File: src/include/dwt_pkg.sv
// Shared constants and carrier types for the dual watchdog block.
// Assumes a single 10 MHz clock and a synchronous active-high reset.
package dwt_pkg;

    // Clock rate and the watchdog timebase derived from it
    localparam int unsigned CLK_HZ   = 10_000_000;
    localparam int unsigned TB_HZ    = 1_500_000;
    localparam int unsigned TB_GRAN  = 500_000;
    localparam int unsigned TB_STEP  = TB_HZ / TB_GRAN;
    localparam int unsigned TB_WRAP  = CLK_HZ / TB_GRAN;

    // Widths
    localparam int unsigned CNT_W    = 32;
    localparam int unsigned ACC_W    = 5;

    // Accumulator step, wrap point and reset values
    localparam logic [ACC_W-1:0] ACC_STEP = ACC_W'(TB_STEP);
    localparam logic [ACC_W-1:0] ACC_WRAP = ACC_W'(TB_WRAP);
    localparam logic [ACC_W-1:0] ACC_RST  = 5'h00;
    localparam logic [CNT_W-1:0] CNT_RST  = 32'h0000_0000;
    localparam logic [CNT_W-1:0] CNT_ONE  = 32'h0000_0001;

    // Run state of either watchdog
    typedef enum logic {
        WD_IDLE,
        WD_RUN
    } dwt_state_t;

    // Software controls of the system watchdog
    typedef struct packed {
        logic start;
        logic stopReq;
        logic reload;
        logic intClear;
        logic resetEn;
    } dwt_sys_ctrl_t;

    // Software controls of the always-on guard timer
    typedef struct packed {
        logic start;
        logic stopReq;
        logic reload;
        logic pauseEn;
    } dwt_aon_ctrl_t;

    // System watchdog status
    typedef struct packed {
        logic             running;
        logic             irq;
        logic             resetReq;
        logic [CNT_W-1:0] count;
    } dwt_sys_stat_t;

    // Always-on guard timer status
    typedef struct packed {
        logic             running;
        logic             resetReq;
        logic [CNT_W-1:0] count;
    } dwt_aon_stat_t;

endpackage

File: src/hw/dwt_top.sv
// System watchdog and always-on guard timer, both on one 1.5 MHz timebase.
// Assumes all inputs synchronous to clk; reset requests stay high until rst.
//
// Overview of operation
// - System watchdog ticks at 1.5 MHz
// - Enabled system watchdog ignores stop requests
// - System watchdog keeps counting during standby
// - Debug halt freezes system watchdog count
// - Missed service raises interrupt, can force reset
// - Guard timer resets device at zero
// - Started guard timer cannot be stopped
// - Guard timer keeps counting during standby
// - Guard timer optionally pauses on debug halt
module dwt_top (
    // Clock and reset
    input  wire logic                  clk,
    input  wire logic                  rst,
    // Debugger halt, level
    input  wire logic                  debugHalt,
    // System watchdog
    input  wire logic [dwt_pkg::CNT_W-1:0] sysLoad,
    input  wire dwt_pkg::dwt_sys_ctrl_t    sysCtrl,
    output dwt_pkg::dwt_sys_stat_t         sysStat,
    // Always-on guard timer
    input  wire logic [dwt_pkg::CNT_W-1:0] aonLoad,
    input  wire dwt_pkg::dwt_aon_ctrl_t    aonCtrl,
    output dwt_pkg::dwt_aon_stat_t         aonStat,
    // Combined device reset request
    output logic                       devResetReq
);
    import dwt_pkg::*;

    logic [ACC_W-1:0] acc_q,  acc_d;
    logic             tick_q, tick_d;

    dwt_state_t       sysState_q, sysState_d;
    logic [CNT_W-1:0] sysCnt_q,   sysCnt_d;
    logic             sysIrq_q,   sysIrq_d;
    logic             sysRst_q,   sysRst_d;
    logic             sysExpire;
    logic             sysAdvance;

    dwt_state_t       aonState_q, aonState_d;
    logic [CNT_W-1:0] aonCnt_q,   aonCnt_d;
    logic             aonRst_q,   aonRst_d;
    logic             aonExpire;
    logic             aonAdvance;

    logic             devRst_q,   devRst_d;

    // Fractional divider: 3 ticks per 20 clocks, exact 1.5 MHz on average
    always_comb begin
        logic [ACC_W-1:0] sum;
        sum    = acc_q + ACC_STEP;
        acc_d  = sum;
        tick_d = 1'b0;
        if (sum >= ACC_WRAP) begin
            acc_d  = sum - ACC_WRAP;
            tick_d = 1'b1;
        end
    end

    always_ff @(posedge clk) begin
        if (rst) begin
            acc_q  <= ACC_RST;
            tick_q <= 1'b0;
        end else begin
            acc_q  <= acc_d;
            tick_q <= tick_d;
        end
    end

    // System watchdog: standby has no effect, only the debug halt gates it
    assign sysAdvance = (sysState_q == WD_RUN) && tick_q
                        && !debugHalt;
    assign sysExpire  = sysAdvance && (sysCnt_q == CNT_RST);

    always_comb begin
        sysState_d = sysState_q;
        sysCnt_d   = sysCnt_q;
        sysIrq_d   = sysIrq_q;
        sysRst_d   = sysRst_q;
        case (sysState_q)
            WD_IDLE: begin
                if (sysCtrl.start) begin
                    sysState_d = WD_RUN;
                    sysCnt_d   = sysLoad;
                end
            end
            WD_RUN: begin
                // No path back to idle: stop requests are not looked at
                sysState_d = WD_RUN;
                if (sysCtrl.reload) begin
                    sysCnt_d = sysLoad;
                end else if (sysExpire) begin
                    sysCnt_d = sysLoad;
                end else if (sysAdvance) begin
                    sysCnt_d = sysCnt_q - CNT_ONE;
                end
                if (sysCtrl.reload || sysCtrl.intClear) begin
                    sysIrq_d = 1'b0;
                end
                // Expiry wins over a clear in the same cycle
                if (sysExpire) begin
                    sysIrq_d = 1'b1;
                    if (sysIrq_q && !sysCtrl.intClear && !sysCtrl.reload
                        && sysCtrl.resetEn) begin
                        sysRst_d = 1'b1;
                    end
                end
            end
            default: begin
                sysState_d = WD_IDLE;
            end
        endcase
    end

    always_ff @(posedge clk) begin
        if (rst) begin
            sysState_q <= WD_IDLE;
            sysCnt_q   <= CNT_RST;
            sysIrq_q   <= 1'b0;
            sysRst_q   <= 1'b0;
        end else begin
            sysState_q <= sysState_d;
            sysCnt_q   <= sysCnt_d;
            sysIrq_q   <= sysIrq_d;
            sysRst_q   <= sysRst_d;
        end
    end

    // Always-on guard timer
    assign aonAdvance = (aonState_q == WD_RUN) && tick_q
                        && !(debugHalt && aonCtrl.pauseEn);
    assign aonExpire  = aonAdvance && (aonCnt_q == CNT_RST);

    always_comb begin
        aonState_d = aonState_q;
        aonCnt_d   = aonCnt_q;
        aonRst_d   = aonRst_q;
        case (aonState_q)
            WD_IDLE: begin
                if (aonCtrl.start) begin
                    aonState_d = WD_RUN;
                    aonCnt_d   = aonLoad;
                end
            end
            WD_RUN: begin
                aonState_d = WD_RUN;
                if (aonCtrl.reload) begin
                    aonCnt_d = aonLoad;
                end else if (aonAdvance && aonCnt_q != CNT_RST) begin
                    aonCnt_d = aonCnt_q - CNT_ONE;
                end
                if (aonExpire && !aonCtrl.reload) begin
                    aonRst_d = 1'b1;
                end
            end
            default: begin
                aonState_d = WD_IDLE;
            end
        endcase
    end

    // Reset request is sticky; the chip reset that follows clears it
    assign devRst_d = devRst_q | sysRst_q | aonRst_q;

    always_ff @(posedge clk) begin
        if (rst) begin
            aonState_q <= WD_IDLE;
            aonCnt_q   <= CNT_RST;
            aonRst_q   <= 1'b0;
            devRst_q   <= 1'b0;
        end else begin
            aonState_q <= aonState_d;
            aonCnt_q   <= aonCnt_d;
            aonRst_q   <= aonRst_d;
            devRst_q   <= devRst_d;
        end
    end

    // Status outputs, all from flip-flops
    assign sysStat = '{running:  (sysState_q == WD_RUN),
                       irq:      sysIrq_q,
                       resetReq: sysRst_q,
                       count:    sysCnt_q};
    assign aonStat = '{running:  (aonState_q == WD_RUN),
                       resetReq: aonRst_q,
                       count:    aonCnt_q};
    assign devResetReq      = devRst_q;
endmodule

File: config.mk
export PLATFORM = sky130hd
export DESIGN_NAME = dwt_top
export DESIGN_NICKNAME = d
export VERILOG_FILES = /design/src/include/dwt_pkg.sv /design/src/hw/dwt_top.sv
export SDC_FILE = /design/constraint.sdc
export NUM_CORES = 1
export LEC_CHECK = 0
export BUFFER_PORTS_ARGS = -buffer_cell sky130_fd_sc_hd__clkbuf_2
export CAP_MARGIN = 20
export CORE_AREA = 3 3 133 84
export CTS_CLUSTER_SIZE = 30
export DETAILED_ROUTE_END_ITERATION = 12
export DIE_AREA = 0 0 136 87
export PLACE_DENSITY = 0.79
export SYNTH_ARGS = -nofsm -noshare
export SYNTH_HDL_FRONTEND = slang
export SYNTH_SLANG_ARGS = --single-unit
File: constraint.sdc
create_clock -name clk -period 2.55 [get_ports clk]
set_input_delay 0.3825 -clock clk [delete_from_list [all_inputs] [get_ports clk]]
set_output_delay 0.3825 -clock clk [all_outputs]
set_load 0.005 [all_outputs]
==> run summary, run 1 <==
Outcome - complete, no violations
Main flop type after synthesis - dfxtp_1
Flops & latches, synth - 76
Crit Path Max Fanout - 5
Area Growth Syn to Fin - 33.4%
Routed wire per std cell - 18.2 µm
First-pass GRT wire length - 27.1 mm
CP Cell Sequence - or4_4, or4_4, o31a_4, buf_4, and3_1, a21oi_1, o22ai_1
CP bufs+invs - 1
Unrepaired setup endpoints after global routing - false
Power Total - 0.00388 W
Worst reg2reg path endpoint - sysCnt_q[7]
Distinct cell type count after synthesis - 66
Vias in the first global route - 5,188
Largest net degree at the start of global routing - 46
Peak supply drop - 0.397 mV
CP peak stage delay - 550 ps
Setup TNS - 0 ps
Final Worst Setup Slack - 57.6 ps
YS warnings - 0
Hold EP - aonState_q
Synth Net Count - 733
Tcrit/Tclk final - 0.977
Average cell area after synthesis - 7.20 µm²
Initial Utilization - 0.474
Clk slew on worst S/H paths - 60 ps
Clk buf depth - 2
Worst EP required - 2750 ps
Final Util - 0.632
HP Start - aonCtrl[3]
Clk sinks - 76
Hold_buf cts - 0
Ant. Diodes - 0
Layout cell share with drive strength beyond 1 - 0.306
Final wirelength - 17.6 mm
Setup Viol. Count Final - 0
DIE AREA - 0.0118 mm²
Critical path type - flop to flop
Hpwl dp - 13.2 mm
Place WS - -48.5 ps
Max Cap Viol - 0
Hold path depth - 3
Fmax - 0.401 GHz
Initial drt markers - 625
Gr usage total - 0.286
Final Slew Violations - 0
CTS tree - done
Arrival @ worst endpoint - 2690 ps
Synth Cell Area - 0.00468 mm²
Most common cell after layout, fill and taps aside - clkbuf_2
RePlAce Congestion - 0.962
DRC - 0
FP Rows - 28
Num ports - 146
Hold crit path type - input port to flop
Die Wd - 136 µm
R2r setup slk - 60 ps
CP delay by family, top - simple AND/OR/NAND/NOR gates
Most used cell, CP - or4_4
Rel. slew slack - 0.643
CTS Buf Count - 9
Final nets - 907
Detailed Routing Iterations Pass 1 - 5
Layout Skew - 6.40 ps
Pleak - 2.79 nW
Mapped Cells - 650
RR Startpoint - sysCnt_q[12]
Async SR Flop Fraction - 0
Path depth of the worst reg2reg path - 7
Max H-tree Level - 3
Final Hold Vio Count - 0
Least-Margin Pin Slew - 531 ps
EDFF count, synth - 0
Post-route ant nets - 0
CP Capture Type - flop
Most frequent cells in the layout - 143 x clkbuf_2, 84 x nand2_1, 78 x a21oi_1, 74 x dfxtp_1, 68 x nor2_1
Seq/Total Area, Yosys - 0.325
Die height - 87 µm
Core area - 0.00988 mm²
Via/cell ratio - 5.96
Slowest CP cell - or4_4
Skew-Pair Late Insertion Delay - 330 ps
Initial antenna violation count - 0
Crit start category - flop
Vias - 5,750
Global route overflow - 0
Final min period - 2490 ps
PD cells - 621 mW/mm²
IO buf count - 143
Root Buffer - clkbuf_16
power breakdown:
| part | internal (W) | switching, W |
|---|---|---|
| Clock | 0.000744 | 0.000511 |
| Sequential | 0.00129 | 0.000111 |
| Combinational | 0.000509 | 0.000714 |
synth_stat cells, types with 13 or more instances:
cell type  number  area (µm²)
dfxtp_1        76        1520
clkbuf_1       29         109
nor4_1         18         113
a21oi_1        79         395
o21ai_0        56         280
nor2_1         69         259
nor3_1         29         145
inv_1          13        48.8
nand2_1        84         315
nand3_1        20         100
state kept, by name (all words and copies together), names as in the netlist:
register and count:
sysState_q 1, aonCnt_q 32, devResetReq 1, sysIrq_q 1
tick_q 1, aonState_q 1, sysCnt_q 32, acc_q 5
aonRst_q 1, sysRst_q 1
worst max path at each step:
stage / start / end / cells past startpoint
floorplan: sysCnt_q[10] / sysCnt_q[10] / 8
global placement: sysCnt_q[12] / sysCnt_q[4] / 6
detailed placement: sysCnt_q[12] / sysCnt_q[4] / 6
CTS: sysCnt_q[27] / sysCnt_q[1] / 8
global route: sysCnt_q[12] / sysCnt_q[4] / 6
finish: sysCnt_q[12] / sysCnt_q[7] / 7
what timing repair did:
item | CTS | global route
resized for setup | 1 | 9
setup endpoints to repair | 8 | 52
gates cloned | 1 | 1
buffers inserted | 1 | 1
pin swaps | 2 | 3
metrics by stage:
| stage | cell area, µm² | cells | hold WS, ps |
|---|---|---|---|
| final | 6240 | 964 | 302 |
| after CTS | 6190 | 962 | 291 |
| after detailed placement | 5850 | 944 | 464 |
| after global routing | 6240 | 964 | 335 |
| after floorplan | 4690 | 650 | 427 |
| after global placement | 5850 | 944 | 439 |
per-layer routing:
layer  global-route usage  part of all wire  wire, µm  vias to the layer above
li1                     -                 -         -                     2728
met1                0.427              0.46      8120                     2663
met2                0.410              0.41      7240                      337
met3               0.0872              0.12      2030                       22
met4               0.0448             0.010       176                        0
met5                    0                 0         0                        -
layout make-up:
cell class                      count  area [µm²]
Fill cell                         929        3640
Multi-Input combinational cell    514        2920
Sequential cell                    76        1530
Timing Repair Buffer              210        1280
Clock buffer                       11         264
Tap cell                          135         169
Inverter                           13        48.8
Clock inverter                      5        33.8
worst min-delay path: cells and delay by family:
| family | cells | cell delay [ps] |
|---|---|---|
| AND/OR/NAND/NOR | 2 | 120 |
| buffers and inverters | 1 | 90 |
cell families after synthesis:
logic type,count (synthesis),share of synthesized area
compound gates,215,0.281
xor+xnor,3,0.00561
fa+ha+maj,7,0.0187
buf+inv,61,0.0655
flops,76,0.325
mux,5,0.0131
simple gates,283,0.291
Note: power is estimated with default switching activity, not from simulation.
==> run 2: changes to the inputs <==
- CORE_AREA: 3 3 133 84 -> 3 3 120 93
- DIE_AREA: 0 0 136 87 -> 0 0 123 96
- SETUP_SLACK_MARGIN: not set -> 0.05
==> run 2 against run 1 <==
Register-to-register slack lost 50 ps. Total power down 0.33%. Critical endpoint is now sysCnt_q[16]. Hold slack worse by 25 ps. Largest power group unchanged.
==> run summary, run 2 (synthesis gave the netlist of run 1 again) <==
Outcome - complete, no violations (unchanged)
Initial drt markers - 630 (was 625)
Fill cells - 893 (was 929)
Die height - 96 µm (was 87 µm)
Crit Path Max Fanout - 6 (was 5)
Die Wd - 123 µm (was 136 µm)
Most used cell, CP - or4_4 (unchanged)
RR Startpoint - sysCnt_q[27] (was sysCnt_q[12])
Ant. Diodes - 0 (unchanged)
Biggest regs - aonCnt_q: 32 flops, sysCnt_q: 32 flops, acc_q: 5 flops (unchanged)
Tcrit/Tclk final - 0.997 (was 0.977)
Layout cell share with drive strength beyond 1 - 0.296 (was 0.306)
IO buf count - 143 (unchanged)
Clk pwr share - 0.335 (was 0.324)
Max Cap Viol - 0 (unchanged)
Switching power - 0.00130 W (was 0.00134 W)
Num ports - 146 (unchanged)
CP Capture Type - flop (unchanged)
Vias in the first global route - 4,982 (was 5,188)
Reg power frac - 0.361 (about the same)
Place WS - -60.7 ps (was -48.5 ps)
Area Growth Syn to Fin - 32.6% (was 33.4%)
Final Slew Violations - 0 (unchanged)
Final Worst Setup Slack - 7.19 ps (was 57.6 ps)
DIE AREA - 0.0118 mm² (about the same)
Critical path startpoint - sysCnt_q[27] (was sysCnt_q[12])
Max H-tree Level - 3 (unchanged)
PD cells - 622 mW/mm² (was 621 mW/mm²)
Rel. slew slack - 0.610 (was 0.643)
Final Hold Vio Count - 0 (unchanged)
Most common cell after layout, fill and taps aside - clkbuf_2 (unchanged)
CTS Buf Count - 9 (unchanged)
Clk sinks - 76 (unchanged)
Least-Margin Pin Slew - 583 ps (was 531 ps)
Clk buf depth - 2 (unchanged)
Post-route ant nets - 0 (unchanged)
Logic gate share of total power - 0.304 (was 0.315)
DRC - 0 (unchanged)
FP Rows - 32 (was 28)
Detailed Routing Iterations Pass 1 - 5 (unchanged)
CTS tree - done (unchanged)
Worst EP required - 2820 ps (was 2750 ps)
Root Buffer - clkbuf_16 (unchanged)
CP Cell Sequence - or4_4, or4_4, o31ai_4, buf_4, buf_6, buf_12, and2_1, o21ai_0, a21oi_1 (was or4_4, or4_4, o31a_4, buf_4, and3_1, a21oi_1, o22ai_1)
Initial antenna violation count - 0 (unchanged)
R2r setup slk - 7 ps (was 60 ps)
Slowest CP cell - or4_4 (unchanged)
Unrepaired setup endpoints after global routing - true (was false)
RePlAce Congestion - 0.966 (was 0.962)
Setup Viol. Count Final - 0 (unchanged)
Final min period - 2540 ps (was 2490 ps)
Pleak - 2.76 nW (was 2.79 nW)
Peak supply drop - 0.363 mV (was 0.397 mV)
Hold_buf cts - 0 (unchanged)
Switching Fraction - 0.336 (was 0.345)
Core area - 0.0101 mm² (was 0.00988 mm²)
Largest net degree at the start of global routing - 79 (was 46)
First-pass GRT wire length - 25.0 mm (was 27.1 mm)
Final wirelength - 16.3 mm (was 17.6 mm)
Via/cell ratio - 5.97 (was 5.96)
Arrival @ worst endpoint - 2810 ps (was 2690 ps)
Most frequent cells in the layout - 143 x clkbuf_2, 84 x nand2_1, 78 x a21oi_1, 74 x dfxtp_1, 68 x nor2_1 (unchanged)
HP Start - aonCtrl[3] (unchanged)
Global route overflow - 0 (unchanged)
CP peak stage delay - 570 ps (was 550 ps)
Clk slew on worst S/H paths - 60 ps (about the same)
Final Util - 0.613 (was 0.632)
Layout Skew - 5.01 ps (was 6.40 ps)
P_int - 0.00256 W (was 0.00254 W)
Hold crit path type - input port to flop (unchanged)
Hpwl dp - 11.6 mm (was 13.2 mm)
Routed wire per std cell - 17.1 µm (was 18.2 µm)
Skew-Pair Late Insertion Delay - 340 ps (was 330 ps)
Final nets - 899 (was 907)
Vias - 5,718 (was 5,750)
Crit start category - flop (unchanged)
Fmax - 0.393 GHz (was 0.401 GHz)
Initial Utilization - 0.462 (was 0.474)
Critical path type - flop to flop (unchanged)
Gr usage total - 0.263 (was 0.286)
## run 2: cell types whose count changed in the layout (fill, tap and decap cells not counted), sizes merged
cell and change:
clkinvlp -2, clkbuf +3, bufbuf -1, buf -9, bufinv +1
## run 2: path summary, 6_finish.rpt
path	cells past startpoint	end
setup / recovery	9	sysCnt_q[16]
hold / removal	3	aonState_q
setup reg to reg	9	sysCnt_q[16]
hold reg to reg	2	devResetReq
## run 2: routing by layer
metal / routed length, µm / vias to the layer above / track usage
met2: 7180 / 347 / 0.382
li1: - / 2715 / -
met5: 0 / - / 0
met1: 7010 / 2614 / 0.389
met3: 1770 / 42 / 0.0546
met4: 372 / 0 / 0.0811
## run 2: area by class of cell
cell class	count	area (µm²)	share of cell area
Clock buffer	12	246	0.0397
Clock inverter	4	48.8	0.00786
Inverter	13	48.8	0.00786
Multi-Input combinational cell	514	2910	0.469
Sequential cell	76	1530	0.246
Tap cell	136	170	0.0274
Timing Repair Buffer	202	1250	0.202
## run 2: critical path: cells and delay by family (launching register included)
family | cells | cell delay, ps
AOI/OAI and AO/OA | 3 | 520
and+or+nand+nor | 3 | 1210
DFF | 1 | 310
buffers and inverters | 3 | 420
## run 2: repair_timing
action / CTS / global route
pin swaps: 3 / 8
endpoints found under the hold margin: 0 / 0
buffers inserted: 2 / 5
endpoints found under the setup margin: 18 / 27
resized for setup: 3 / 11
cloned: 1 / 3
## run 2: through the flow
stage	cell area, µm²	cells	total power (W)	TNS (ps)	hold slack [ps]
finish	6210	957	0.00386	0	278
detailed placement	5740	930	0.00252	-162	460
global placement	5740	930	0.00248	-86.0	438
CTS	6070	949	0.00382	0	279
floorplan	4690	650	0.00205	0	427
global route	6210	957	0.00405	-256	316
## run 2: power by group through the flow
stage          Clock [W]  Combinational [W]  Sequential (W)
2_1_floorplan          0           0.000644         0.00141
3_3_place_gp           0            0.00107         0.00141
3_5_place_dp           0            0.00110         0.00142
4_1_cts          0.00131            0.00111         0.00139
5_1_grt          0.00135            0.00129         0.00141
6_report         0.00129            0.00117         0.00140
